**src/inc/mlsx_defs.vh**
```
// Constants for the load/shift/subtract/return execution block
// Notes on behaviour
// RULE1 - Load copies immediate or source register into destination; flags untouched.
// RULE2 - OR writes destination OR operand; zero from result, carry cleared.
// RULE3 - Output drives port_select with port number or source, data with destination.
// RULE4 - Return loads PC with stack top plus one and pops; flags untouched.
// RULE5 - Conditional returns act only on carry set/clear or zero clear/set.
// RULE6 - Interrupt return loads stack top, restores flags, sets enable per variant.
// RULE7 - Rotate left: bit 7 wraps to bit 0 and carry; zero from result.
// RULE8 - Rotate right: bit 0 wraps to bit 7 and carry; zero from result.
// RULE9 - Shift left zero fill: bit 7 to carry; zero from result.
// RULE10 - Shift left one fill: bit 7 to carry; zero flag always cleared.
// RULE11 - Shift left through carry: old carry enters bit 0, bit 7 to carry.
// RULE12 - Shift left replicate: bit 0 kept, bit 7 to carry, zero from result.
// RULE13 - Shift right zero fill: bit 0 to carry; zero from result.
// RULE14 - Shift right one fill: bit 0 to carry; zero flag always cleared.
// RULE15 - Shift right through carry: old carry enters bit 7, bit 0 to carry.
// RULE16 - Arithmetic shift right keeps bit 7; bit 0 to carry; zero from result.
// RULE17 - Store writes destination to scratchpad at immediate or source address.
// RULE18 - Subtract: destination minus operand; zero from result, carry is borrow.
// RULE19 - Subtract with borrow also subtracts carry; both flags updated.
// RULE20 - Interrupt saves flags, pushes PC, clears interrupt enable.
// RULE21 - Destination and source each select one of sixteen 8-bit registers.
// RULE22 - Scratchpad immediate addresses are 6 bits; port numbers are 8 bits.
// RULE23 - Output gives a one-cycle write strobe while port and data are valid.
// RULE24 - Failed conditional return advances PC and leaves the stack alone.
// RULE25 - Port logic latches output data only while the write strobe is high.
`ifndef MLSX_DEFS_VH
`define MLSX_DEFS_VH
`define MLSX_OFS_EXEC    12'h000
`define MLSX_OFS_STATUS  12'h004
`define MLSX_OFS_PC      12'h008
`define MLSX_OFS_IRQ     12'h00C
`define MLSX_OFS_STKTOP  12'h010
`define MLSX_GPR_BASE    6'h01
`define MLSX_SPAD_BASE   4'h1
`define MLSX_OPC_LSB     0
`define MLSX_OPC_MSB     4
`define MLSX_DST_LSB     8
`define MLSX_SRC_LSB     12
`define MLSX_IMM_LSB     16
`define MLSX_USE_IMM_BIT 24
`define MLSX_ST_ZERO     0
`define MLSX_ST_CARRY    1
`define MLSX_ST_INT_EN   2
`define MLSX_ST_PZERO    3
`define MLSX_ST_PCARRY   4
`define MLSX_OP_LOAD     5'h00
`define MLSX_OP_OR       5'h01
`define MLSX_OP_OUTPUT   5'h02
`define MLSX_OP_RET      5'h03
`define MLSX_OP_RET_C    5'h04
`define MLSX_OP_RET_NC   5'h05
`define MLSX_OP_RET_NZ   5'h06
`define MLSX_OP_RET_Z    5'h07
`define MLSX_OP_IRET_DIS 5'h08
`define MLSX_OP_IRET_EN  5'h09
`define MLSX_OP_RL       5'h0A
`define MLSX_OP_RR       5'h0B
`define MLSX_OP_SL0      5'h0C
`define MLSX_OP_SL1      5'h0D
`define MLSX_OP_SLA      5'h0E
`define MLSX_OP_SLX      5'h0F
`define MLSX_OP_SR0      5'h10
`define MLSX_OP_SR1      5'h11
`define MLSX_OP_SRA      5'h12
`define MLSX_OP_SRX      5'h13
`define MLSX_OP_STORE    5'h14
`define MLSX_OP_SUB      5'h15
`define MLSX_OP_SUBTRACT_WITH_BORROW    5'h16
`define MLSX_IRQ_VECTOR  10'h3FF
`define MLSX_STACK_DEPTH 5'h1F
`define MLSX_PC_RESET    10'h000
`endif

```
**src/rtl/mlsx_core.v**
```verilog
// Execution unit for loads, OR, output, returns, shifts, stores and subtraction
`timescale 1ns/10ps
`include "mlsx_defs.vh"
module mlsx_core
(
    input  wire        hclk,
    input  wire        hresetn,
    input  wire        hsel,
    input  wire [31:0] haddr,
    input  wire [1:0]  htrans,
    input  wire        hwrite,
    input  wire [2:0]  hsize,
    input  wire [31:0] hwdata,
    input  wire        hready,
    output reg  [31:0] hrdata,
    output reg         hreadyout,
    output reg         hresp,
    output reg  [7:0]  port_select,
    output reg  [7:0]  out_data,
    output reg         write_strobe
);
    reg  [7:0]  gpr [0:15];
    reg  [7:0]  spad [0:63];
    reg  [9:0]  stack [0:30];
    reg  [4:0]  sp;
    reg  [9:0]  pc;
    reg         zero;
    reg         carry;
    reg         pzero;
    reg         pcarry;
    reg         int_enable;
    reg  [31:0] last_instr;
    reg         dp_write;
    reg         dp_read;
    reg  [11:0] dp_addr;
    integer     i;

    wire [4:0]  opc      = hwdata[`MLSX_OPC_MSB:`MLSX_OPC_LSB];
    wire [3:0]  dst      = hwdata[`MLSX_DST_LSB+3:`MLSX_DST_LSB];
    wire [3:0]  src      = hwdata[`MLSX_SRC_LSB+3:`MLSX_SRC_LSB];
    wire [7:0]  imm      = hwdata[`MLSX_IMM_LSB+7:`MLSX_IMM_LSB];
    wire        use_imm  = hwdata[`MLSX_USE_IMM_BIT];
    wire [7:0]  dv       = gpr[dst];
    wire [7:0]  opnd     = use_imm ? imm : gpr[src];
    // Pointer wraps over the 31 entries, so a deep overflow overwrites the oldest return
    wire [4:0]  sp_dec   = (sp == 5'h00) ? (`MLSX_STACK_DEPTH - 5'h01) : (sp - 5'h01);
    wire [4:0]  sp_inc   = (sp == `MLSX_STACK_DEPTH - 5'h01) ? 5'h00 : (sp + 5'h01);
    wire [9:0]  stack_top      = stack[sp_dec];
    wire        addr_ok  = hsel & hready & htrans[1];
    // Data-phase decodes; only word offsets are compared
    wire        hit_exec   = (dp_addr == `MLSX_OFS_EXEC);
    wire        hit_status = (dp_addr == `MLSX_OFS_STATUS);
    wire        hit_pc     = (dp_addr == `MLSX_OFS_PC);
    wire        hit_stktop = (dp_addr == `MLSX_OFS_STKTOP);
    wire        hit_gpr    = (dp_addr[11:6] == `MLSX_GPR_BASE);
    wire        hit_spad   = (dp_addr[11:8] == `MLSX_SPAD_BASE);
    wire        exec_wr    = dp_write & hit_exec;
    // Read and write share one bit layout, so software can save and restore the flags
    wire [31:0] status_word = {22'h000000, sp, pcarry, pzero, int_enable, carry, zero};

    reg  [7:0]  next_val;
    reg         next_zero;
    reg         next_carry;
    reg         wr_dst;
    reg         wr_flags;
    reg         do_ret;
    reg         do_iret;
    reg  [8:0]  diff;
    reg  [31:0] next_hrdata;

    // Decode and compute one instruction from the word being written
    always @*
    begin
        next_val   = dv;
        next_carry = carry;
        wr_dst     = 1'b0;
        wr_flags   = 1'b0;
        do_ret     = 1'b0;
        do_iret    = 1'b0;
        diff       = 9'h000;
        case (opc)
            `MLSX_OP_LOAD:
            begin
                next_val = opnd; // RULE1
                wr_dst   = 1'b1;
            end
            `MLSX_OP_OR:
            begin
                next_val   = dv | opnd; // RULE2
                next_carry = 1'b0;
                wr_dst     = 1'b1;
                wr_flags   = 1'b1;
            end
            `MLSX_OP_RET:     do_ret = 1'b1; // RULE4
            `MLSX_OP_RET_C:   do_ret = carry; // RULE5
            `MLSX_OP_RET_NC:  do_ret = ~carry; // RULE5
            `MLSX_OP_RET_NZ:  do_ret = ~zero; // RULE5
            `MLSX_OP_RET_Z:   do_ret = zero; // RULE5
            `MLSX_OP_IRET_DIS,
            `MLSX_OP_IRET_EN: do_iret = 1'b1; // RULE6
            `MLSX_OP_RL:
            begin
                next_val   = {dv[6:0], dv[7]}; // RULE7
                next_carry = dv[7];
                wr_dst     = 1'b1;
                wr_flags   = 1'b1;
            end
            `MLSX_OP_RR:
            begin
                next_val   = {dv[0], dv[7:1]}; // RULE8
                next_carry = dv[0];
                wr_dst     = 1'b1;
                wr_flags   = 1'b1;
            end
            `MLSX_OP_SL0:
            begin
                next_val   = {dv[6:0], 1'b0}; // RULE9
                next_carry = dv[7];
                wr_dst     = 1'b1;
                wr_flags   = 1'b1;
            end
            `MLSX_OP_SL1:
            begin
                next_val   = {dv[6:0], 1'b1}; // RULE10
                next_carry = dv[7];
                wr_dst     = 1'b1;
                wr_flags   = 1'b1;
            end
            `MLSX_OP_SLA:
            begin
                next_val   = {dv[6:0], carry}; // RULE11
                next_carry = dv[7];
                wr_dst     = 1'b1;
                wr_flags   = 1'b1;
            end
            `MLSX_OP_SLX:
            begin
                next_val   = {dv[6:0], dv[0]}; // RULE12
                next_carry = dv[7];
                wr_dst     = 1'b1;
                wr_flags   = 1'b1;
            end
            `MLSX_OP_SR0:
            begin
                next_val   = {1'b0, dv[7:1]}; // RULE13
                next_carry = dv[0];
                wr_dst     = 1'b1;
                wr_flags   = 1'b1;
            end
            `MLSX_OP_SR1:
            begin
                next_val   = {1'b1, dv[7:1]}; // RULE14
                next_carry = dv[0];
                wr_dst     = 1'b1;
                wr_flags   = 1'b1;
            end
            `MLSX_OP_SRA:
            begin
                next_val   = {carry, dv[7:1]}; // RULE15
                next_carry = dv[0];
                wr_dst     = 1'b1;
                wr_flags   = 1'b1;
            end
            `MLSX_OP_SRX:
            begin
                next_val   = {dv[7], dv[7:1]}; // RULE16
                next_carry = dv[0];
                wr_dst     = 1'b1;
                wr_flags   = 1'b1;
            end
            `MLSX_OP_SUB:
            begin
                diff       = {1'b0, dv} - {1'b0, opnd}; // RULE18
                next_val   = diff[7:0];
                next_carry = diff[8];
                wr_dst     = 1'b1;
                wr_flags   = 1'b1;
            end
            `MLSX_OP_SUBTRACT_WITH_BORROW:
            begin
                diff       = {1'b0, dv} - {1'b0, opnd} - {8'h00, carry}; // RULE19
                next_val   = diff[7:0];
                next_carry = diff[8];
                wr_dst     = 1'b1;
                wr_flags   = 1'b1;
            end
            `MLSX_OP_OUTPUT,
            `MLSX_OP_STORE:
            begin
                // Destination is only read; port and scratchpad are written at the edge
                next_val = dv;
            end
            default:
            begin
                next_val = dv;
            end
        endcase
        // One-fill shifts can never give zero, so the test is exact for them too
        next_zero = (next_val == 8'h00); // RULE10 RULE14
    end

    // Read multiplexer; unmapped offsets and the write-only interrupt request read as zero
    always @*
    begin
        next_hrdata = 32'h00000000;
        if (hit_exec)
            next_hrdata = last_instr;
        else if (hit_status)
            next_hrdata = status_word;
        else if (hit_pc)
            next_hrdata = {22'h000000, pc};
        else if (hit_stktop)
            next_hrdata = {22'h000000, stack_top};
        else if (hit_gpr)
            next_hrdata = {24'h000000, gpr[dp_addr[5:2]]};
        else if (hit_spad)
            next_hrdata = {24'h000000, spad[dp_addr[7:2]]};
    end

    // AHB-Lite slave: writes finish with no wait, reads take one wait state
    always @(posedge hclk or negedge hresetn)
    begin
        if (!hresetn)
        begin
            dp_write  <= 1'b0;
            dp_read   <= 1'b0;
            dp_addr   <= 12'h000;
            hreadyout <= 1'b1;
            hresp     <= 1'b0;
            hrdata    <= 32'h00000000;
        end
        else
        begin
            hresp <= 1'b0;
            if (dp_read)
            begin
                // Read mux sees state after any write ended at the previous edge
                hrdata    <= next_hrdata;
                hreadyout <= 1'b1;
                dp_read   <= 1'b0;
                dp_write  <= 1'b0;
            end
            else
            begin
                dp_write  <= addr_ok & hwrite;
                dp_read   <= addr_ok & ~hwrite;
                hreadyout <= ~(addr_ok & ~hwrite);
                if (addr_ok)
                    dp_addr <= {haddr[11:2], 2'b00};
            end
        end
    end

    // Architectural state: executes the written instruction at the data phase edge
    always @(posedge hclk or negedge hresetn)
    begin
        if (!hresetn)
        begin
            for (i = 0; i < 16; i = i + 1)
                gpr[i] <= 8'h00;
            for (i = 0; i < 64; i = i + 1)
                spad[i] <= 8'h00;
            for (i = 0; i < 31; i = i + 1)
                stack[i] <= 10'h000;
            sp           <= 5'd0;
            pc           <= `MLSX_PC_RESET;
            zero         <= 1'b0;
            carry        <= 1'b0;
            pzero        <= 1'b0;
            pcarry       <= 1'b0;
            int_enable   <= 1'b0;
            last_instr   <= 32'h00000000;
        end
        else
        begin
            if (exec_wr)
            begin
                last_instr <= hwdata;
                if (wr_dst)
                    gpr[dst] <= next_val; // RULE21
                if (wr_flags)
                begin
                    zero  <= next_zero;
                    carry <= next_carry;
                end
                if (opc == `MLSX_OP_STORE)
                    spad[opnd[5:0]] <= dv; // RULE17 RULE22
                if (do_ret)
                begin
                    pc <= stack_top + 10'h001; // RULE4
                    sp <= sp_dec;
                end
                else if (do_iret)
                begin
                    pc         <= stack_top; // RULE6
                    sp         <= sp_dec;
                    zero       <= pzero;
                    carry      <= pcarry;
                    int_enable <= (opc == `MLSX_OP_IRET_EN);
                end
                else
                    pc <= pc + 10'h001; // RULE24
            end
            else if (dp_write && dp_addr == `MLSX_OFS_IRQ && hwdata[0])
            begin
                // Interrupt event: only taken while enabled
                if (int_enable)
                begin
                    pzero      <= zero; // RULE20
                    pcarry     <= carry;
                    stack[sp]  <= pc;
                    sp         <= sp_inc;
                    pc         <= `MLSX_IRQ_VECTOR;
                    int_enable <= 1'b0;
                end
            end
            else if (dp_write && hit_status)
            begin
                zero       <= hwdata[`MLSX_ST_ZERO];
                carry      <= hwdata[`MLSX_ST_CARRY];
                pzero      <= hwdata[`MLSX_ST_PZERO];
                pcarry     <= hwdata[`MLSX_ST_PCARRY];
                int_enable <= hwdata[`MLSX_ST_INT_EN];
            end
            else if (dp_write && dp_addr == `MLSX_OFS_PC)
                pc <= hwdata[9:0];
            else if (dp_write && dp_addr[11:6] == `MLSX_GPR_BASE)
                gpr[dp_addr[5:2]] <= hwdata[7:0];
            else if (dp_write && dp_addr[11:8] == `MLSX_SPAD_BASE)
                spad[dp_addr[7:2]] <= hwdata[7:0];
        end
    end

    // Output port registers; port number and data hold until the next output
    always @(posedge hclk or negedge hresetn)
    begin
        if (!hresetn)
        begin
            port_select  <= 8'h00;
            out_data     <= 8'h00;
            write_strobe <= 1'b0;
        end
        else
        begin
            write_strobe <= 1'b0;
            if (exec_wr && opc == `MLSX_OP_OUTPUT)
            begin
                port_select  <= opnd; // RULE3 RULE22
                out_data     <= dv;
                write_strobe <= 1'b1; // RULE23
            end
        end
    end
endmodule

```
**config.mk**
```make
export PLATFORM = sky130hd
export DESIGN_NAME = mlsx_core
export DESIGN_NICKNAME = d
export VERILOG_FILES = /design/src/rtl/mlsx_core.v
export VERILOG_INCLUDE_DIRS = /design/src /design/src/inc
export SDC_FILE = /design/constraint.sdc
export NUM_CORES = 2
export LEC_CHECK = 0
export ABC_CLOCK_PERIOD_IN_PS = 6400
export BUFFER_PORTS_ARGS = -buffer_cell sky130_fd_sc_hd__buf_2
export CORE_AREA = 4 4 308 310
export DETAILED_ROUTE_END_ITERATION = 6
export DIE_AREA = 0 0 312 314
export MAX_ROUTING_LAYER = met4
export PLACE_DENSITY_LB_ADDON = 0.05
export REMOVE_ABC_BUFFERS = 1
export SYNTH_ARGS = -nofsm -noshare
export SYNTH_HDL_FRONTEND = slang
export SYNTH_SLANG_ARGS = --single-unit
export TNS_END_PERCENT = 20
```
**constraint.sdc**
```tcl
create_clock -name hclk -period 6.4 [get_ports hclk]
set_input_delay 1.28 -clock hclk [delete_from_list [all_inputs] [get_ports hclk]]
set_output_delay 1.28 -clock hclk [all_outputs]
set_load 0.05 [all_outputs]
```
Yosys cells after proc, flatten, opt, wreduce, memory -nomap -nowiden
Cells that the tools add are included.
Operators by class
  add/subtract/negate cells: 6
  order comparisons: 12
  equal/unequal tests: 41
  multiplexer cells: 97
  bitwise operators: 19
  reduce and logical (&&, ||, !) cells: 38
Operators with widths (count)
  $mux 512: 7
  $bwmux 512: 2
  $mux 128: 6
  $bwmux 310: 1
  $bwmux 128: 2
  $mux 10: 13
  $mux 8: 15
  $pmux 8 s14: 1
  $bmux 8 s4: 3
  $demux 8 s6: 2
  $demux 8 s4: 2
  $bmux 10 s5: 1
  $demux 10 s5: 1
  $bmux 8 s6: 1
  $eq 5x4->1 const B: 8
  $eq 5x5->1 const B: 8
  $mux 5: 7
  $mux 32: 1
  $mux 1: 30
  $add 10x1->10 const B: 2
  $eq 10x2->1 const B: 2
  $eq 5x3->1 const B: 4
  $ge 5x5->1 const B: 3
  $not 4->5: 3
  other kinds (39): 88
Word-level totals
  bits in registers: 1064
  input port bits: 74
  output and inout bits: 51

Logic depth before layout (Yosys ltp)
  word-level depth: 13
  mapped depth: 21

Least setup slack after synthesis
OpenSTA, ideal clock, no wires.
  path type: input-to-reg
  start point: input hwdata[10]
  end point: register gpr[7] (netlist name)
  data arrival time: 5.698 ns
  data required time: 6.317 ns
  path slack: 0.619 ns
  stages on the path: 19
  buffers on the path: 5
  path through: clkbuf_1 > clkbuf_1 > buf_1 > mux4_2 > clkbuf_1 > inv_1 > ha_1 > fa_1 > or2_2 > a221oi_1 > or4_1 > nand3_1 > nor3_1 > xor2_1 > a221oi_1 > nor2_1 > clkbuf_1 > a21boi_0 > o21ai_0
Between the ends
  word-level cells in the longest chain between the ends: 10
  elaborated cells on any way between the ends: 16
  classes of those cells: add/sub: 2; order compare: 2; mux: 9; bitwise: 2; reduce/logical: 1
Ends and longest elaborated chain
  start, declared: RTL line mlsx_core.v:13  | input wire [31:0] hwdata,
  $not 4->5 (not written as such) (*): RTL line mlsx_core.v:43, mlsx_core.v:280
  $bmux 8 s4: RTL line mlsx_core.v:43  | wire [7:0] dv = gpr[dst];
  $mux 8 (not written as such) (2 in series): RTL line mlsx_core.v:43
  $sub 8x8->9: RTL line mlsx_core.v:173, mlsx_core.v:181
  $sub 9x1->9: RTL line mlsx_core.v:181  | diff = {1'b0, dv} - {1'b0, opnd} - {8'h00, carry};
  $pmux 8 s14: RTL line mlsx_core.v:81  | case (opc)
  $bwmux 128 (*): RTL line mlsx_core.v:280  | gpr[dst] <= next_val;
  $mux 128 (*): RTL line mlsx_core.v:279  | if (wr_dst)
  $mux 128 (*): RTL line mlsx_core.v:276  | if (exec_wr)
  end signal, assigned by index: RTL line mlsx_core.v:280
  end signal, assigned by index: RTL line mlsx_core.v:328  | gpr[dp_addr[5:2]] <= hwdata[7:0];
  end, declared: RTL line mlsx_core.v:22  | reg [7:0] gpr [0:15];
Mark *: on every way between the ends. The rest lies on a longest branch, timed or not. The select of a mux whose other input is x is not followed.
A chain may end at the register's enable or synchronous reset.

Final worst setup path
  start point: input hwdata[13]
  end point: register gpr[95] (netlist name)
Between the ends
  word-level cells in the longest chain between the ends: 11
  elaborated cells on any way between the ends: 12
  classes of those cells: add/sub: 2; mux: 8; bitwise: 2
Ends and longest elaborated chain
  $not 4->5 (not written as such) (*): RTL line mlsx_core.v:44  | wire [7:0] opnd = use_imm ? imm : gpr[src];
  $bmux 8 s4 (*): RTL line mlsx_core.v:44
  $mux 8 (not written as such) (*) (2 in series): RTL line mlsx_core.v:44
  $mux 8 (*): RTL line mlsx_core.v:44
  net opnd[0]: RTL line mlsx_core.v:44
  $sub 8x8->9 (*): RTL line mlsx_core.v:173, mlsx_core.v:181
  $sub 9x1->9: RTL line mlsx_core.v:181
  $pmux 8 s14 (*): RTL line mlsx_core.v:81
  $bwmux 128 (*): RTL line mlsx_core.v:280
  $mux 128 (*): RTL line mlsx_core.v:279
  $mux 128 (*): RTL line mlsx_core.v:276
Mark *: on every way through the listed nets, which the timed path passes. The rest lies on a longest branch. The select of a mux whose other input is x is not followed.

==> metrics <==
worst hold endpoint last_instr[14]$_DFFE_PN0P_; Clock Path Buffers 3; number of flops mapped to enable cells by yosys 0; Worst setup SP type primary input; initial antenna violation count 13; Final Hold Fails 0; Post-CTS Setup Bufs 0; clk_lat worst skew roughly 0.77 ns; worst hold path stage count 2; Critical Path RT approximately 7 ns; top cells by count, synth dfrtp_1, nand2_1, o221ai_1; DRT Wirelength 241000 µm; Yosys top cell by area dfrtp_1; std cell rows 111; post-route ant nets 0; Setup-failing EPs final 0; NumNets Final 5334; Post-Syn Area per Cell 11.1 µm²; fmax around 180 MHz; GRT Overall Usage 50.2%; Num CTS Buffers approximately 110; Worst Path Max Fanout 15; register area share after synthesis 45.3%; Post-CTS Resized 0; Synth warnings 0; top post-synthesis cells by area dfrtp_1, mux4_2, mux2_2; worst r2r src sp[0]$_DFFE_PN0P_; cell area after synthesis approximately 60000 µm²; # hold bufs at CTS 0; flop2flop setup slack between 1 and 1.5 ns; Internal 11.3 mW; gpl congestion 1.08; DRT iter0 DRCs 7698; P_sw between 4 and 5 mW; vias in the first global route slightly below 50000; cell count after synthesis ~5300; die footprint ~98000 µm²; CP endpoint kind flop; Peak VDD IR ~260 µV; Yosys top cell area share around 45%; Slew Limit Fails 0; max_slew headroom a little under an eighth; WP data arrival a little over 6 ns; crit path from hwdata[13]; hold_sp last_instr[14]$_DFFE_PN0P_; status finished, final reports clean; FF-to-FF End pc[2]$_DFFE_PN0P_; largest net degree at the start of global routing ~160; first-pass GRT wire length between 300000 and 400000 µm; DRC Markers 0; worst slew pin tran 1.32 ns; Vias/cell around 7.9; Buffers on Ports between 90 and 100; switching share of power 29.4%; Initial Util roughly 64%; gr ovfl total 0; R2R depth 17; Most used DFF post-synth dfrtp_1; RSZ-0062 raised after global routing false; Static Leakage 26.5 nW; hold slack about 0.47 ns; max-cap violation count 0; CP Class primary input to flop; Layout Skew between 0.04 and 0.05 ns; dpl cells roughly 6300; accumulated negative setup slack 0 ns; via count ~50000; Worst-path clk slew 0.06 ns; root buffer cell clkbuf_16; Synth async-reset ratio 100%; die width around 310 µm; I/O pin cnt 125; P per Cell Area 250 nW/µm²; power share of the sequential group approximately 44%; Core ar. 91700 µm²; Final HPWL DP roughly 170000 µm; Hold WC Path Type flop to flop; Final Critical Period around 5.6 ns; DRT Pass-1 Iters 7; final core utilization a little over two thirds; count leader, synth dfrtp_1; FF+latch count, synth 1064; ratio of cells with drive above 1 in the final layout between 20% and 30%; non-filler instance count after layout 6529; CTS tree yes; Clk network pwr share a little over two fifths; logic gate share of total power a little over an eighth; # H-tree levels 3; Final Cycle Share just under 90%; Distinct cells, synth 99; Die Height between 300 and 400 µm; Layout area overhead 9.61%; TritonCTS Sinks around 1100; drt wl/cell between 30 and 40 µm
==> how the worst max path moves through the flow <==
| stage | cells past startpoint | endpoint | slack, ns |
|---|---|---|---|
| finish | 20 | gpr[95]$_DFFE_PN0P_ | 0.81 |
| global route | 20 | gpr[47]$_DFFE_PN0P_ | 0.50 |
| CTS | 20 | gpr[95]$_DFFE_PN0P_ | 0.90 |
| detailed placement | 20 | gpr[71]$_DFFE_PN0P_ | 0.14 |
| global placement | 20 | gpr[79]$_DFFE_PN0P_ | 0.22 |
| floorplan | 6 | gpr[20]$_DFFE_PN0P_ | -9.80 |
==> power by group through the flow <==
stage               registers, mW  clock network [mW]  logic (mW)
floorplan                    7.32                   0       0.874
global placement             7.10                   0        2.07
detailed placement           7.10                   0        2.09
CTS                          6.99                6.83        2.10
global route                 7.00                7.13        2.24
finish                       6.99                6.87        2.20
==> cells by family after synthesis <==
group,Yosys count,share of synthesized area [%]
other,1,0.00638
XOR/XNOR,25,0.373
flip-flops,1064,45.3
buffers and inverters,532,3.84
AND/OR/NAND/NOR,1139,8.70
AO/OA/AOI/OAI,1795,22.6
multiplexers,699,18.6
adder cells (fa/ha/maj),26,0.567
==> metrics by stage <==
| stage | total power, mW | worst slack (ns) | instance area (µm²) |
|---|---|---|---|
| finish | 16.1 | 0.814 | 64400 |
| global placement | 9.18 | 0.219 | 60500 |
| global route | 16.4 | 0.498 | 64300 |
| floorplan | 8.19 | -9.80 | 56700 |
| CTS | 15.9 | 0.899 | 64300 |
| detailed placement | 9.20 | 0.139 | 60500 |
==> cells in the final DEF, fill, tap and decap left out, types with 114 or more instances in the layout <==
cell	Yosys	final
dfrtp_1	1063	1056
nand2_1	538	534
o221ai_1	418	418
o21a_1	400	400
mux2_2	338	338
mux4_2	277	277
nor2_1	282	277
o21ai_0	262	260
a21oi_1	207	207
buf_4	27	196
clkbuf_16	0	114
==> sequential cells by signal (all words and copies together) (netlist names) <==
name          count
dp_write          1
dp_read           1
dp_addr          10
carry             1
write_strobe      1
last_instr       32
sp                5
pzero             1
hrdata           32
out_data          8
port_select       8
zero              1
gpr             128
stack           310
hreadyout         1
pc               10
int_enable        1
pcarry            1
spad            512
==> layer usage <==
layer / vias to the layer above / share of wire, % / global-route usage, %
met2: 4119 / 42 / 69.8
li1: 20300 / - / -
met3: 1253 / 14 / 17.4
met5: - / 0 / -
met1: 25700 / 34 / 60.6
met4: 0 / 9.9 / 37.5
==> worst max-delay path, stage by stage <==
cell and delay [ns]:
buf_2 0.24, mux4_2 0.54, mux4_2 0.50, and2_4 0.21, nor2_8 0.08, inv_2 0.07, ha_1 0.24, fa_1 0.46
or2_2 0.30, a221oi_1 0.40, or4_1 0.18, nand3_1 0.16, nor3_1 0.27, xor2_1 0.10, a221oi_1 0.34, buf_4 0.20
nor2_1 0.06, buf_4 0.22, a21boi_0 0.20, o21ai_0 0.09
==> area by class of cell <==
type	instances	area, µm²
repair buffers	302	2150
fillers	6802	27300
diodes	25	62.6
multi-input cells	3685	30000
well taps	1186	1480
clock buffers	162	3270
clock inverters	38	543
inverters	67	251
flip-flops and latches	1064	26600
(Power assumes the default switching activity.)
